**config.mk**
```make
export PLATFORM = sky130hd
export DESIGN_NAME = brg_hdr_top
export DESIGN_NICKNAME = d
export VERILOG_FILES = /design/src/design/brg_pkg.sv /design/src/design/brg_win_if.sv /design/src/design/brg_io_decode.sv /design/src/design/brg_rd_mux.sv /design/src/design/brg_hdr_top.sv
export VERILOG_INCLUDE_DIRS = /design/src /design/src/design
export SDC_FILE = /design/constraint.sdc
export NUM_CORES = 1
export LEC_CHECK = 0
export BUFFER_PORTS_ARGS = -buffer_cell sky130_fd_sc_hd__buf_4
export CAP_MARGIN = 30
export CORE_AREA = 10 10 146 121
export CTS_BUF_LIST = sky130_fd_sc_hd__clkbuf_8
export DETAILED_ROUTE_END_ITERATION = 6
export DIE_AREA = 0 0 156 131
export GPL_ROUTABILITY_DRIVEN = 0
export PLACE_DENSITY_LB_ADDON = 0.3
export SYNTH_ARGS = -nofsm -noshare
export SYNTH_HDL_FRONTEND = slang
export SYNTH_HIERARCHICAL = 1
export SYNTH_SLANG_ARGS = --single-unit
```
**constraint.sdc**
```tcl
create_clock -name sys_clk -period 1.6 [get_ports sys_clk]
set_input_delay 0.32 -clock sys_clk [delete_from_list [all_inputs] [get_ports sys_clk]]
set_output_delay 0.32 -clock sys_clk [all_outputs]
set_load 0.05 [all_outputs]
```
**src/design/brg_hdr_consts.svh**
```systemverilog
`ifndef BRG_HDR_CONSTS_SVH
`define BRG_HDR_CONSTS_SVH

// ----------------------------------------------------------------------
// register indices (byte address is four times the index)
// ----------------------------------------------------------------------
`define BRG_IDX_W                 8
`define BRG_IDX_PRI_LATENCY       8'h0D
`define BRG_IDX_HEADER_TYPE       8'h0E
`define BRG_IDX_SELF_TEST         8'h0F
`define BRG_IDX_BASE_ADDR_ZERO    8'h10
`define BRG_IDX_BASE_ADDR_ONE     8'h14
`define BRG_IDX_UPSTREAM_BUS      8'h18
`define BRG_IDX_DOWNSTREAM_BUS    8'h19
`define BRG_IDX_HIGHEST_BUS       8'h1A
`define BRG_IDX_DOWN_LATENCY      8'h1B
`define BRG_IDX_IO_WINDOW_LOW     8'h1C
`define BRG_IDX_IO_WINDOW_HIGH    8'h1D
`define BRG_IDX_CAP_UNLOCK        8'h40

// ----------------------------------------------------------------------
// address and field positions
// ----------------------------------------------------------------------
`define BRG_IDX_MSB               9
`define BRG_IDX_LSB               2
`define BRG_IO_ADDR_MSB           7
`define BRG_IO_ADDR_LSB           4
`define BRG_IO_CAP_BIT            0
`define BRG_CAP_UNLOCK_BIT        0
`define BRG_STRB_LOW_LANE         0

// ----------------------------------------------------------------------
// reset and fixed values
// ----------------------------------------------------------------------
`define BRG_VAL_PRI_LATENCY       8'h00
`define BRG_VAL_HEADER_TYPE       8'h01
`define BRG_VAL_SELF_TEST         8'h00
`define BRG_VAL_BASE_ADDR         32'h00000000
`define BRG_VAL_DOWN_LATENCY      8'h00
`define BRG_RST_BUS_NUMBER        8'h00
`define BRG_RST_IO_LOW_ADDR       4'hF
`define BRG_RST_IO_HIGH_ADDR      4'h0
`define BRG_RST_IO_CAP            1'b1
`define BRG_RST_CAP_UNLOCK        1'b0
`define BRG_IO_RSVD_ZERO          3'h0

`endif

```
**src/design/brg_pkg.sv**
```systemverilog
package brg_pkg;

  // answer codes on the register bus
  typedef enum logic [1:0] {
    brg_resp_okay   = 2'h0,
    brg_resp_decerr = 2'h3
  } brg_resp_t;

  // addressing capability of the i/o window
  typedef enum logic {
    brg_sixteen_bit_io    = 1'b0,
    brg_thirtytwo_bit_io  = 1'b1
  } brg_io_mode_t;

  // write channel progress
  typedef enum logic [1:0] {
    brg_wr_collect = 2'b01,
    brg_wr_answer  = 2'b10
  } brg_wr_state_t;

endpackage

```
**src/design/brg_win_if.sv**
```systemverilog
`timescale 1ns/1ps

interface brg_win_if;
  logic                  [3:0] io_window_low;
  logic                  [3:0] io_window_high;
  brg_pkg::brg_io_mode_t       io_addressing_capability;
  logic                  [7:0] upstream_bus_number;
  logic                  [7:0] downstream_bus_number;
  logic                  [7:0] highest_behind_bus_number;
  logic                        cap_unlock;

  modport owner (
    output io_window_low,
    output io_window_high,
    output io_addressing_capability,
    output upstream_bus_number,
    output downstream_bus_number,
    output highest_behind_bus_number,
    output cap_unlock
  );

  modport view (
    input io_window_low,
    input io_window_high,
    input io_addressing_capability,
    input upstream_bus_number,
    input downstream_bus_number,
    input highest_behind_bus_number,
    input cap_unlock
  );
endinterface

```
**src/design/brg_io_decode.sv**
```systemverilog
`timescale 1ns/1ps
`include "brg_hdr_consts.svh"

module brg_io_decode (
  input  wire logic        sys_clk,
  input  wire logic        rst_b,
  brg_win_if.view          win,
  input  wire logic        io_req_valid,
  input  wire logic [31:0] io_req_addr,
  output      logic        io_fwd_valid_r,
  output      logic        io_fwd_hit_r
);

  logic upper_ok;
  logic in_range;

  // ----------------------------------------------------------------------
  // window compare
  // ----------------------------------------------------------------------
  // upper address halves live in registers outside this slice, so in
  // 32-bit mode only bits 15:12 are judged here
  assign upper_ok = (win.io_addressing_capability == brg_pkg::brg_thirtytwo_bit_io) ||
                    (io_req_addr[31:16] == 16'h0000);
  // base above limit gives no match at all, i.e. an empty window
  assign in_range = (io_req_addr[15:12] >= win.io_window_low) &&
                    (io_req_addr[15:12] <= win.io_window_high);

  always_ff @(posedge sys_clk or negedge rst_b) begin
    if (!rst_b) begin
      io_fwd_valid_r <= 1'b0;
      io_fwd_hit_r   <= 1'b0;
    end else begin
      io_fwd_valid_r <= io_req_valid;
      io_fwd_hit_r   <= io_req_valid && upper_ok && in_range;
    end
  end

endmodule

```
**src/design/brg_rd_mux.sv**
```systemverilog
`timescale 1ns/1ps
`include "brg_hdr_consts.svh"

module brg_rd_mux (
  brg_win_if.view                 win,
  input  wire logic [`BRG_IDX_W-1:0] rd_idx,
  output      logic [31:0]        rd_data,
  output      logic               rd_mapped
);

  always_comb begin
    rd_data   = 32'h00000000;
    rd_mapped = 1'b1;
    case (rd_idx)
      `BRG_IDX_PRI_LATENCY:    rd_data[7:0] = `BRG_VAL_PRI_LATENCY;
      `BRG_IDX_HEADER_TYPE:    rd_data[7:0] = `BRG_VAL_HEADER_TYPE;
      `BRG_IDX_SELF_TEST:      rd_data[7:0] = `BRG_VAL_SELF_TEST;
      `BRG_IDX_BASE_ADDR_ZERO: rd_data      = `BRG_VAL_BASE_ADDR;
      `BRG_IDX_BASE_ADDR_ONE:  rd_data      = `BRG_VAL_BASE_ADDR;
      `BRG_IDX_UPSTREAM_BUS:   rd_data[7:0] = win.upstream_bus_number;
      `BRG_IDX_DOWNSTREAM_BUS: rd_data[7:0] = win.downstream_bus_number;
      `BRG_IDX_HIGHEST_BUS:    rd_data[7:0] = win.highest_behind_bus_number;
      `BRG_IDX_DOWN_LATENCY:   rd_data[7:0] = `BRG_VAL_DOWN_LATENCY;
      `BRG_IDX_IO_WINDOW_LOW: begin
        rd_data[`BRG_IO_ADDR_MSB:`BRG_IO_ADDR_LSB] = win.io_window_low;
        rd_data[3:1]             = `BRG_IO_RSVD_ZERO;
        rd_data[`BRG_IO_CAP_BIT] = win.io_addressing_capability;
      end
      `BRG_IDX_IO_WINDOW_HIGH: begin
        rd_data[`BRG_IO_ADDR_MSB:`BRG_IO_ADDR_LSB] = win.io_window_high;
        rd_data[3:1]             = `BRG_IO_RSVD_ZERO;
        rd_data[`BRG_IO_CAP_BIT] = win.io_addressing_capability;
      end
      `BRG_IDX_CAP_UNLOCK:     rd_data[`BRG_CAP_UNLOCK_BIT] = win.cap_unlock;
      default:                 rd_mapped = 1'b0;
    endcase
  end

endmodule

```
**src/design/brg_hdr_top.sv**
```systemverilog
// How it works
// primary latency timer reads zero, read-only
// header type reads one, read-only
// self-test byte reads zero, read-only
// both base address words read zero
// upstream bus number stores writes, resets zero
// downstream bus number read/write, resets zero
// highest behind bus number read/write, resets zero
// downstream latency timer reads zero, read-only
// window low bit 0: capability, resets one
// window high bit 0 mirrors capability
// window low bits 7:4 writable, reset F
// window high bits 7:4 writable, reset 0
// window decides which i/o is forwarded
// bits 3:1 of both window bytes zero
// inside when base<=addr[15:12]<=limit, else empty
//
// Local design decision: register access over AXI4-Lite.
`timescale 1ns/1ps
`include "brg_hdr_consts.svh"

module brg_hdr_top #(
  parameter int ADDR_W = 12
) (
  input  wire logic              sys_clk,
  input  wire logic              rst_b,
  input  wire logic [ADDR_W-1:0] s_axil_awaddr,
  input  wire logic              s_axil_awvalid,
  output      logic              s_axil_awready,
  input  wire logic [31:0]       s_axil_wdata,
  input  wire logic [3:0]        s_axil_wstrb,
  input  wire logic              s_axil_wvalid,
  output      logic              s_axil_wready,
  output      logic [1:0]        s_axil_bresp,
  output      logic              s_axil_bvalid,
  input  wire logic              s_axil_bready,
  input  wire logic [ADDR_W-1:0] s_axil_araddr,
  input  wire logic              s_axil_arvalid,
  output      logic              s_axil_arready,
  output      logic [31:0]       s_axil_rdata,
  output      logic [1:0]        s_axil_rresp,
  output      logic              s_axil_rvalid,
  input  wire logic              s_axil_rready,
  input  wire logic              io_req_valid,
  input  wire logic [31:0]       io_req_addr,
  output      logic              io_fwd_valid,
  output      logic              io_fwd_hit,
  output      logic [7:0]        downstream_bus_number,
  output      logic [7:0]        highest_behind_bus_number
);

  brg_win_if win ();

  // ----------------------------------------------------------------------
  // register state
  // ----------------------------------------------------------------------
  logic                  [7:0]            upstream_bus_r;
  logic                  [7:0]            downstream_bus_r;
  logic                  [7:0]            highest_bus_r;
  logic                  [3:0]            io_low_addr_r;
  logic                  [3:0]            io_high_addr_r;
  brg_pkg::brg_io_mode_t                  io_cap_r;
  logic                                   cap_unlock_r;

  // ----------------------------------------------------------------------
  // bus slave state
  // ----------------------------------------------------------------------
  brg_pkg::brg_wr_state_t                 wr_state_r;
  logic                                   have_aw_r;
  logic                                   have_w_r;
  logic                  [`BRG_IDX_W-1:0] wr_idx_r;
  logic                  [31:0]           wr_data_r;
  logic                  [3:0]            wr_strb_r;
  logic                                   awready_r;
  logic                                   wready_r;
  logic                                   bvalid_r;
  brg_pkg::brg_resp_t                     bresp_r;
  logic                                   arready_r;
  logic                                   rvalid_r;
  logic                  [31:0]           rdata_r;
  brg_pkg::brg_resp_t                     rresp_r;

  logic                                   aw_take;
  logic                                   w_take;
  logic                                   wr_fire;
  logic                                   ar_take;
  logic                  [`BRG_IDX_W-1:0] ar_idx;
  logic                  [31:0]           rd_data;
  logic                                   rd_mapped;
  logic                                   wr_mapped;
  logic                                   lane0;

  // ----------------------------------------------------------------------
  // write channels
  // ----------------------------------------------------------------------
  // address and data are caught independently in either order; the
  // ready of each drops once it holds a beat until the answer is taken
  assign aw_take = s_axil_awvalid && awready_r;
  assign w_take  = s_axil_wvalid && wready_r;
  assign wr_fire = (wr_state_r == brg_pkg::brg_wr_collect) && have_aw_r && have_w_r;
  assign lane0   = wr_strb_r[`BRG_STRB_LOW_LANE];

  always_ff @(posedge sys_clk or negedge rst_b) begin
    if (!rst_b) begin
      have_aw_r <= 1'b0;
      wr_idx_r  <= '0;
      awready_r <= 1'b1;
    end else begin
      if (aw_take) begin
        have_aw_r <= 1'b1;
        wr_idx_r  <= s_axil_awaddr[`BRG_IDX_MSB:`BRG_IDX_LSB];
        awready_r <= 1'b0;
      end else if (s_axil_bvalid && s_axil_bready) begin
        have_aw_r <= 1'b0;
        awready_r <= 1'b1;
      end
    end
  end

  always_ff @(posedge sys_clk or negedge rst_b) begin
    if (!rst_b) begin
      have_w_r  <= 1'b0;
      wr_data_r <= 32'h00000000;
      wr_strb_r <= 4'h0;
      wready_r  <= 1'b1;
    end else begin
      if (w_take) begin
        have_w_r  <= 1'b1;
        wr_data_r <= s_axil_wdata;
        wr_strb_r <= s_axil_wstrb;
        wready_r  <= 1'b0;
      end else if (s_axil_bvalid && s_axil_bready) begin
        have_w_r <= 1'b0;
        wready_r <= 1'b1;
      end
    end
  end

  always_comb begin
    case (wr_idx_r)
      `BRG_IDX_PRI_LATENCY, `BRG_IDX_HEADER_TYPE, `BRG_IDX_SELF_TEST,
      `BRG_IDX_BASE_ADDR_ZERO, `BRG_IDX_BASE_ADDR_ONE, `BRG_IDX_UPSTREAM_BUS,
      `BRG_IDX_DOWNSTREAM_BUS, `BRG_IDX_HIGHEST_BUS, `BRG_IDX_DOWN_LATENCY,
      `BRG_IDX_IO_WINDOW_LOW, `BRG_IDX_IO_WINDOW_HIGH, `BRG_IDX_CAP_UNLOCK:
        wr_mapped = 1'b1;
      default:
        wr_mapped = 1'b0;
    endcase
  end

  // ----------------------------------------------------------------------
  // write answer
  // ----------------------------------------------------------------------
  always_ff @(posedge sys_clk or negedge rst_b) begin
    if (!rst_b) begin
      wr_state_r <= brg_pkg::brg_wr_collect;
      bvalid_r   <= 1'b0;
      bresp_r    <= brg_pkg::brg_resp_okay;
    end else begin
      unique case (wr_state_r)
        brg_pkg::brg_wr_collect: begin
          if (wr_fire) begin
            wr_state_r <= brg_pkg::brg_wr_answer;
            bvalid_r   <= 1'b1;
            bresp_r    <= wr_mapped ? brg_pkg::brg_resp_okay : brg_pkg::brg_resp_decerr;
          end
        end
        brg_pkg::brg_wr_answer: begin
          if (s_axil_bready) begin
            wr_state_r <= brg_pkg::brg_wr_collect;
            bvalid_r   <= 1'b0;
          end
        end
      endcase
    end
  end

  // ----------------------------------------------------------------------
  // writable bus numbers
  // ----------------------------------------------------------------------
  // read-only bytes simply ignore writes and still answer okay, so old
  // enumeration code that rewrites the whole header does not fault
  always_ff @(posedge sys_clk or negedge rst_b) begin
    if (!rst_b) begin
      upstream_bus_r   <= `BRG_RST_BUS_NUMBER;
      downstream_bus_r <= `BRG_RST_BUS_NUMBER;
      highest_bus_r    <= `BRG_RST_BUS_NUMBER;
    end else if (wr_fire && lane0) begin
      if (wr_idx_r == `BRG_IDX_UPSTREAM_BUS) begin
        upstream_bus_r <= wr_data_r[7:0];
      end
      if (wr_idx_r == `BRG_IDX_DOWNSTREAM_BUS) begin
        downstream_bus_r <= wr_data_r[7:0];
      end
      if (wr_idx_r == `BRG_IDX_HIGHEST_BUS) begin
        highest_bus_r <= wr_data_r[7:0];
      end
    end
  end

  // ----------------------------------------------------------------------
  // i/o window
  // ----------------------------------------------------------------------
  always_ff @(posedge sys_clk or negedge rst_b) begin
    if (!rst_b) begin
      io_low_addr_r  <= `BRG_RST_IO_LOW_ADDR;
      io_high_addr_r <= `BRG_RST_IO_HIGH_ADDR;
    end else if (wr_fire && lane0) begin
      if (wr_idx_r == `BRG_IDX_IO_WINDOW_LOW) begin
        io_low_addr_r <= wr_data_r[`BRG_IO_ADDR_MSB:`BRG_IO_ADDR_LSB];
      end
      if (wr_idx_r == `BRG_IDX_IO_WINDOW_HIGH) begin
        io_high_addr_r <= wr_data_r[`BRG_IO_ADDR_MSB:`BRG_IO_ADDR_LSB];
      end
    end
  end

  // the capability bit is locked against ordinary writes; only with the
  // unlock bit set does a write to the low window byte change it, which
  // keeps careless software from flipping the addressing width
  always_ff @(posedge sys_clk or negedge rst_b) begin
    if (!rst_b) begin
      io_cap_r <= brg_pkg::brg_io_mode_t'(`BRG_RST_IO_CAP);
    end else if (wr_fire && lane0 && cap_unlock_r &&
                 (wr_idx_r == `BRG_IDX_IO_WINDOW_LOW)) begin
      io_cap_r <= brg_pkg::brg_io_mode_t'(wr_data_r[`BRG_IO_CAP_BIT]);
    end
  end

  always_ff @(posedge sys_clk or negedge rst_b) begin
    if (!rst_b) begin
      cap_unlock_r <= `BRG_RST_CAP_UNLOCK;
    end else if (wr_fire && lane0 && (wr_idx_r == `BRG_IDX_CAP_UNLOCK)) begin
      cap_unlock_r <= wr_data_r[`BRG_CAP_UNLOCK_BIT];
    end
  end

  // ----------------------------------------------------------------------
  // read channel
  // ----------------------------------------------------------------------
  assign ar_take = s_axil_arvalid && arready_r;
  assign ar_idx  = s_axil_araddr[`BRG_IDX_MSB:`BRG_IDX_LSB];

  always_ff @(posedge sys_clk or negedge rst_b) begin
    if (!rst_b) begin
      arready_r <= 1'b1;
      rvalid_r  <= 1'b0;
      rdata_r   <= 32'h00000000;
      rresp_r   <= brg_pkg::brg_resp_okay;
    end else begin
      if (ar_take) begin
        arready_r <= 1'b0;
        rvalid_r  <= 1'b1;
        rdata_r   <= rd_data;
        rresp_r   <= rd_mapped ? brg_pkg::brg_resp_okay : brg_pkg::brg_resp_decerr;
      end else if (rvalid_r && s_axil_rready) begin
        arready_r <= 1'b1;
        rvalid_r  <= 1'b0;
      end
    end
  end

  // ----------------------------------------------------------------------
  // shared view and children
  // ----------------------------------------------------------------------
  assign win.io_window_low             = io_low_addr_r;
  assign win.io_window_high            = io_high_addr_r;
  assign win.io_addressing_capability  = io_cap_r;
  assign win.upstream_bus_number       = upstream_bus_r;
  assign win.downstream_bus_number     = downstream_bus_r;
  assign win.highest_behind_bus_number = highest_bus_r;
  assign win.cap_unlock                = cap_unlock_r;

  brg_rd_mux u_rd_mux (
    .win       (win.view),
    .rd_idx    (ar_idx),
    .rd_data   (rd_data),
    .rd_mapped (rd_mapped)
  );

  brg_io_decode u_io_decode (
    .sys_clk        (sys_clk),
    .rst_b          (rst_b),
    .win            (win.view),
    .io_req_valid   (io_req_valid),
    .io_req_addr    (io_req_addr),
    .io_fwd_valid_r (io_fwd_valid),
    .io_fwd_hit_r   (io_fwd_hit)
  );

  // ----------------------------------------------------------------------
  // outputs
  // ----------------------------------------------------------------------
  assign s_axil_awready            = awready_r;
  assign s_axil_wready             = wready_r;
  assign s_axil_bvalid             = bvalid_r;
  assign s_axil_bresp              = bresp_r;
  assign s_axil_arready            = arready_r;
  assign s_axil_rvalid             = rvalid_r;
  assign s_axil_rdata              = rdata_r;
  assign s_axil_rresp              = rresp_r;
  assign downstream_bus_number     = downstream_bus_r;
  assign highest_behind_bus_number = highest_bus_r;

endmodule

```
==> out/qor.log <==
INFO  floorplanning  floorplan.rows=40
INFO  detailed_routing routedWlPerCell=16.7um
INFO  timing         finalHoldWorstSlack=57.4ps
INFO  cts            numCtsBuffers=9
INFO  worst_setup_path critPathRequiredTime=1870ps
INFO  cells_and_area utilization=40.4%
INFO  worst_setup_path worst-r2r-setup-slack=-240ps
INFO  cts            clk_transition_reported_paths=100ps
INFO  detailed_routing drtIter0Drc=89
INFO  synth          syn-cell-area=0.00451mm^2
INFO  cts            clk-insertion-delay-late=380ps
INFO  global_route   grt_pass1_wl=17700um
INFO  global_route   global_route.overflow_total=0
INFO  timing         tightest_slew=642ps
INFO  synth          synth_seq_area_share=52.9%
INFO  worst_setup_path critPathLaunch=wr_idx_r[2]$_DFFE_PN0P_
INFO  place          buffer_ports.inserted=111
INFO  timing         unrepaired_setup_endpoints_after_global_routing=true
INFO  worst_setup_path worst-setup-path-type=register to register
INFO  worst_setup_path crit_arrival=2120ps
INFO  synth          netlist_top_cells_area=sky130_fd_sc_hd__dfrtp_1, sky130_fd_sc_hd__mux2_2, sky130_fd_sc_hd__dfstp_2, sky130_fd_sc_hd__buf_4, sky130_fd_sc_hd__mux2i_1
INFO  detailed_routing drt-total-wl=11500um
INFO  global_route   initial_antenna_violation_count=0
INFO  synth          postSynthCellCount=356
INFO  worst_setup_path crit_path_end_kind=register
INFO  floorplanning  floorplan.core_area=0.0148mm^2
INFO  timing         timing.final.crit_period=1840ps
INFO  floorplanning  initial_core_util=30.6%
INFO  synth          syn_avg_cell_area=12.7um^2
INFO  pwr            p_leak=0.00296uW
INFO  timing         timing.max_slew.rel_slack=57.1%
INFO  cts            clk_root_buffer_cell=sky130_fd_sc_hd__clkbuf_8
INFO  hold_path      holdPathEnd=u_io_decode/io_fwd_valid_r$_DFF_PN0_
INFO  floorplanning  die-height=131um
INFO  cts            clock_tree.buffer_depth=2
INFO  worst_setup_path critical_path.reg2reg.startpoint=wr_idx_r[2]$_DFFE_PN0P_
INFO  detailed_routing route.vias.total=3116
INFO  timing         post_route_clock_period_utilization=115%
INFO  timing         setup_viol_count_final=24
INFO  cts            cts-htree-levels=3
INFO  worst_setup_path critical_path.max_fanout=8
INFO  hold_path      hold_path_depth=1
INFO  worst_setup_path worst_setup_path_start_kind=register
INFO  job            drv_cap=0
INFO  pwr            maximum_ir_drop_on_the_vdd_rail=0.547mV
INFO  cts            clock_sinks=95
INFO  synth          post-synth-top-area-fraction=47.7%
INFO  status         violated_checks=negative setup slack
INFO  cts            clock_tree_from_tritoncts=done
INFO  worst_setup_path worst-r2r-cell-count=5
INFO  place          placed_cell_area=0.00564mm^2
INFO  status         outcome=complete, but fails checks
INFO  cells_and_area syn_to_final_growth=32.1%
INFO  pwr            power_per_cell_area=1150mW/mm^2
INFO  place          final_hpwl_dp=8950um
INFO  floorplanning  die_area=0.0204mm^2
INFO  synth          postSynth.asyncResetShare=100%
INFO  synth          synth_enable_flop_cells=0
INFO  global_route   grt_usage=11.2%
INFO  floorplanning  boundaryPins=159
INFO  synth          synth.top_cells.by_count=sky130_fd_sc_hd__dfrtp_1, sky130_fd_sc_hd__mux2_2, sky130_fd_sc_hd__buf_4
INFO  detailed_routing post_drt_via_cell_ratio=4.53
INFO  hold_path      worst_hold_startpoint=io_req_valid
INFO  global_route   maximum_number_of_pins_on_one_net_before_global_route_repair=35
INFO  cells_and_area final_cell_area=0.00596mm^2
INFO  synth          synthFlopType=sky130_fd_sc_hd__dfrtp_1
INFO  cells_and_area post_route_cells_drive_above_1_share=53.1%
INFO  hold_path      hold_class=input port to register
INFO  synth          yosys.cell_types.count=44
INFO  synth          synth_register_bits=95
INFO  timing         final_hold_viol_count=0
INFO  synth          synthesis.yosys.warnings=6
INFO  detailed_routing antenna_violating_nets_post_route=0
INFO  detailed_routing post-route-drc-count=0
INFO  cells_and_area insertedDiodeCount=0
INFO  timing         fmax=0.542GHz
INFO  worst_setup_path critical_register_to_register_path_endpoint=highest_behind_bus_number[4]$_DFFE_PN0P_
INFO  cells_and_area layout.nets=602
INFO  detailed_routing drtPass1Iterations=4
INFO  timing         final_critical_path_setup_slack=-245ps
INFO  global_route   first_global_vias=3283
INFO  synth          top_cell_type_by_total_area_after_synthesis=sky130_fd_sc_hd__dfrtp_1
INFO  synth          yosysMostFrequentCell=sky130_fd_sc_hd__dfrtp_1
INFO  timing         drv_slew=0
INFO  pwr            post-layout-total-power=6840uW
INFO  floorplanning  die-width=156um
INFO  timing         final.setup_skew=12.6ps
-- layout make-up --
cell class	count	area, um^2
inverters	12	45.0
repair buffers	137	1070
well taps	189	236
clock buffers	11	151
fillers	1429	8800
multi-input cells	239	2030
flip-flops and latches	95	2390
clock inverters	5	41.3
-- sequential cells by signal (all words and copies together), names as in the netlist --
register	flops
wr_state_r	2
io_cap_r	1
wr_idx_r	8
s_axil_rdata	32
s_axil_rresp	1
u_io_decode/io_fwd_valid_r	1
io_high_addr_r	4
have_w_r	1
io_low_addr_r	4
s_axil_bresp	1
u_io_decode/io_fwd_hit_r	1
wr_data_r	8
s_axil_arready	1
s_axil_rvalid	1
s_axil_awready	1
upstream_bus_r	8
wr_strb_r	1
have_aw_r	1
highest_behind_bus_number	8
s_axil_wready	1
cap_unlock_r	1
downstream_bus_number	8
-- stage by stage --
step	instances	worst slack, ps	setup TNS, ps
finish	688	-245	-5040
floorplan	379	-130	-3280
global placement	669	-199	-4710
detailed placement	669	-234	-5890
global route	688	-283	-6170
CTS	688	-233	-5170
-- layer usage --
metal	global-route usage, %	wire [um]
met1	13.4	4810
met2	18.1	5650
met3	5.19	892
met4	2.94	112
met5	0	0
-- timing repair --
| action | in CTS | in global routing |
|---|---|---|
| endpoints found under the setup margin | 33 | 34 |
| endpoints found under the hold margin | 17 | 0 |
| gates resized for setup | 9 | 10 |
| pin swaps | 1 | 4 |
| buffers inserted | 2 | 0 |
| hold buffers | 1 | 0 |
-- cells in the final DEF, fill, tap and decap left out, drive strengths merged, types with 2 or more instances in the layout --
cell type	synthesis	routed
nor4	4	4
buf	28	136
dfrtp	86	86
o21ai	7	7
nand2	24	24
a211oi	2	2
nand4	3	3
a21oi	12	12
a211o	2	2
clkinv	0	2
mux2	83	83
nand2b	3	3
nand3	2	2
nand4b	4	4
o22ai	3	3
clkinvlp	0	2
o21a	2	2
mux2i	13	13
inv	12	13
clkbuf	5	11
nor2b	2	2
nor2	18	18
nor3	5	5
nor3b	2	2
conb	1	24
dfstp	9	9
nor4b	3	3
ha	8	8
-- worst max-delay path: stages, from the launching register on --
cell	delay (ps)
sky130_fd_sc_hd__dfrtp_1	390
sky130_fd_sc_hd__or4b_4	560
sky130_fd_sc_hd__nor3_4	190
sky130_fd_sc_hd__buf_6	170
sky130_fd_sc_hd__nand2_8	90
sky130_fd_sc_hd__mux2_4	330
-- report_power, final --
| group | leakage (uW) | internal (uW) | switching (uW) |
|---|---|---|---|
| Sequential | 0.00124 | 2720 | 162 |
| Combinational | 0.00162 | 805 | 1590 |
| Clock | 0.0000922 | 661 | 896 |
-- cell families after synthesis --
logic type,after synthesis,synth area share (%)
compound gates,35,5.18
fa+ha+maj,8,2.22
buf+inv,45,6.07
flops,95,52.9
mux,96,23.6
other cells,1,0.0831
simple gates,76,9.93
-- worst max-delay path by stage --
stage / endpoint / depth (start not counted)
2_1_floorplan: io_high_addr_r[0]$_DFFE_PN0P_ / 4
3_3_place_gp: highest_behind_bus_number[3]$_DFFE_PN0P_ / 4
3_5_place_dp: highest_behind_bus_number[3]$_DFFE_PN0P_ / 4
4_1_cts: downstream_bus_number[1]$_DFFE_PN0P_ / 5
5_1_grt: highest_behind_bus_number[3]$_DFFE_PN0P_ / 5
6_report: highest_behind_bus_number[4]$_DFFE_PN0P_ / 5
(Power assumes the default switching activity.)
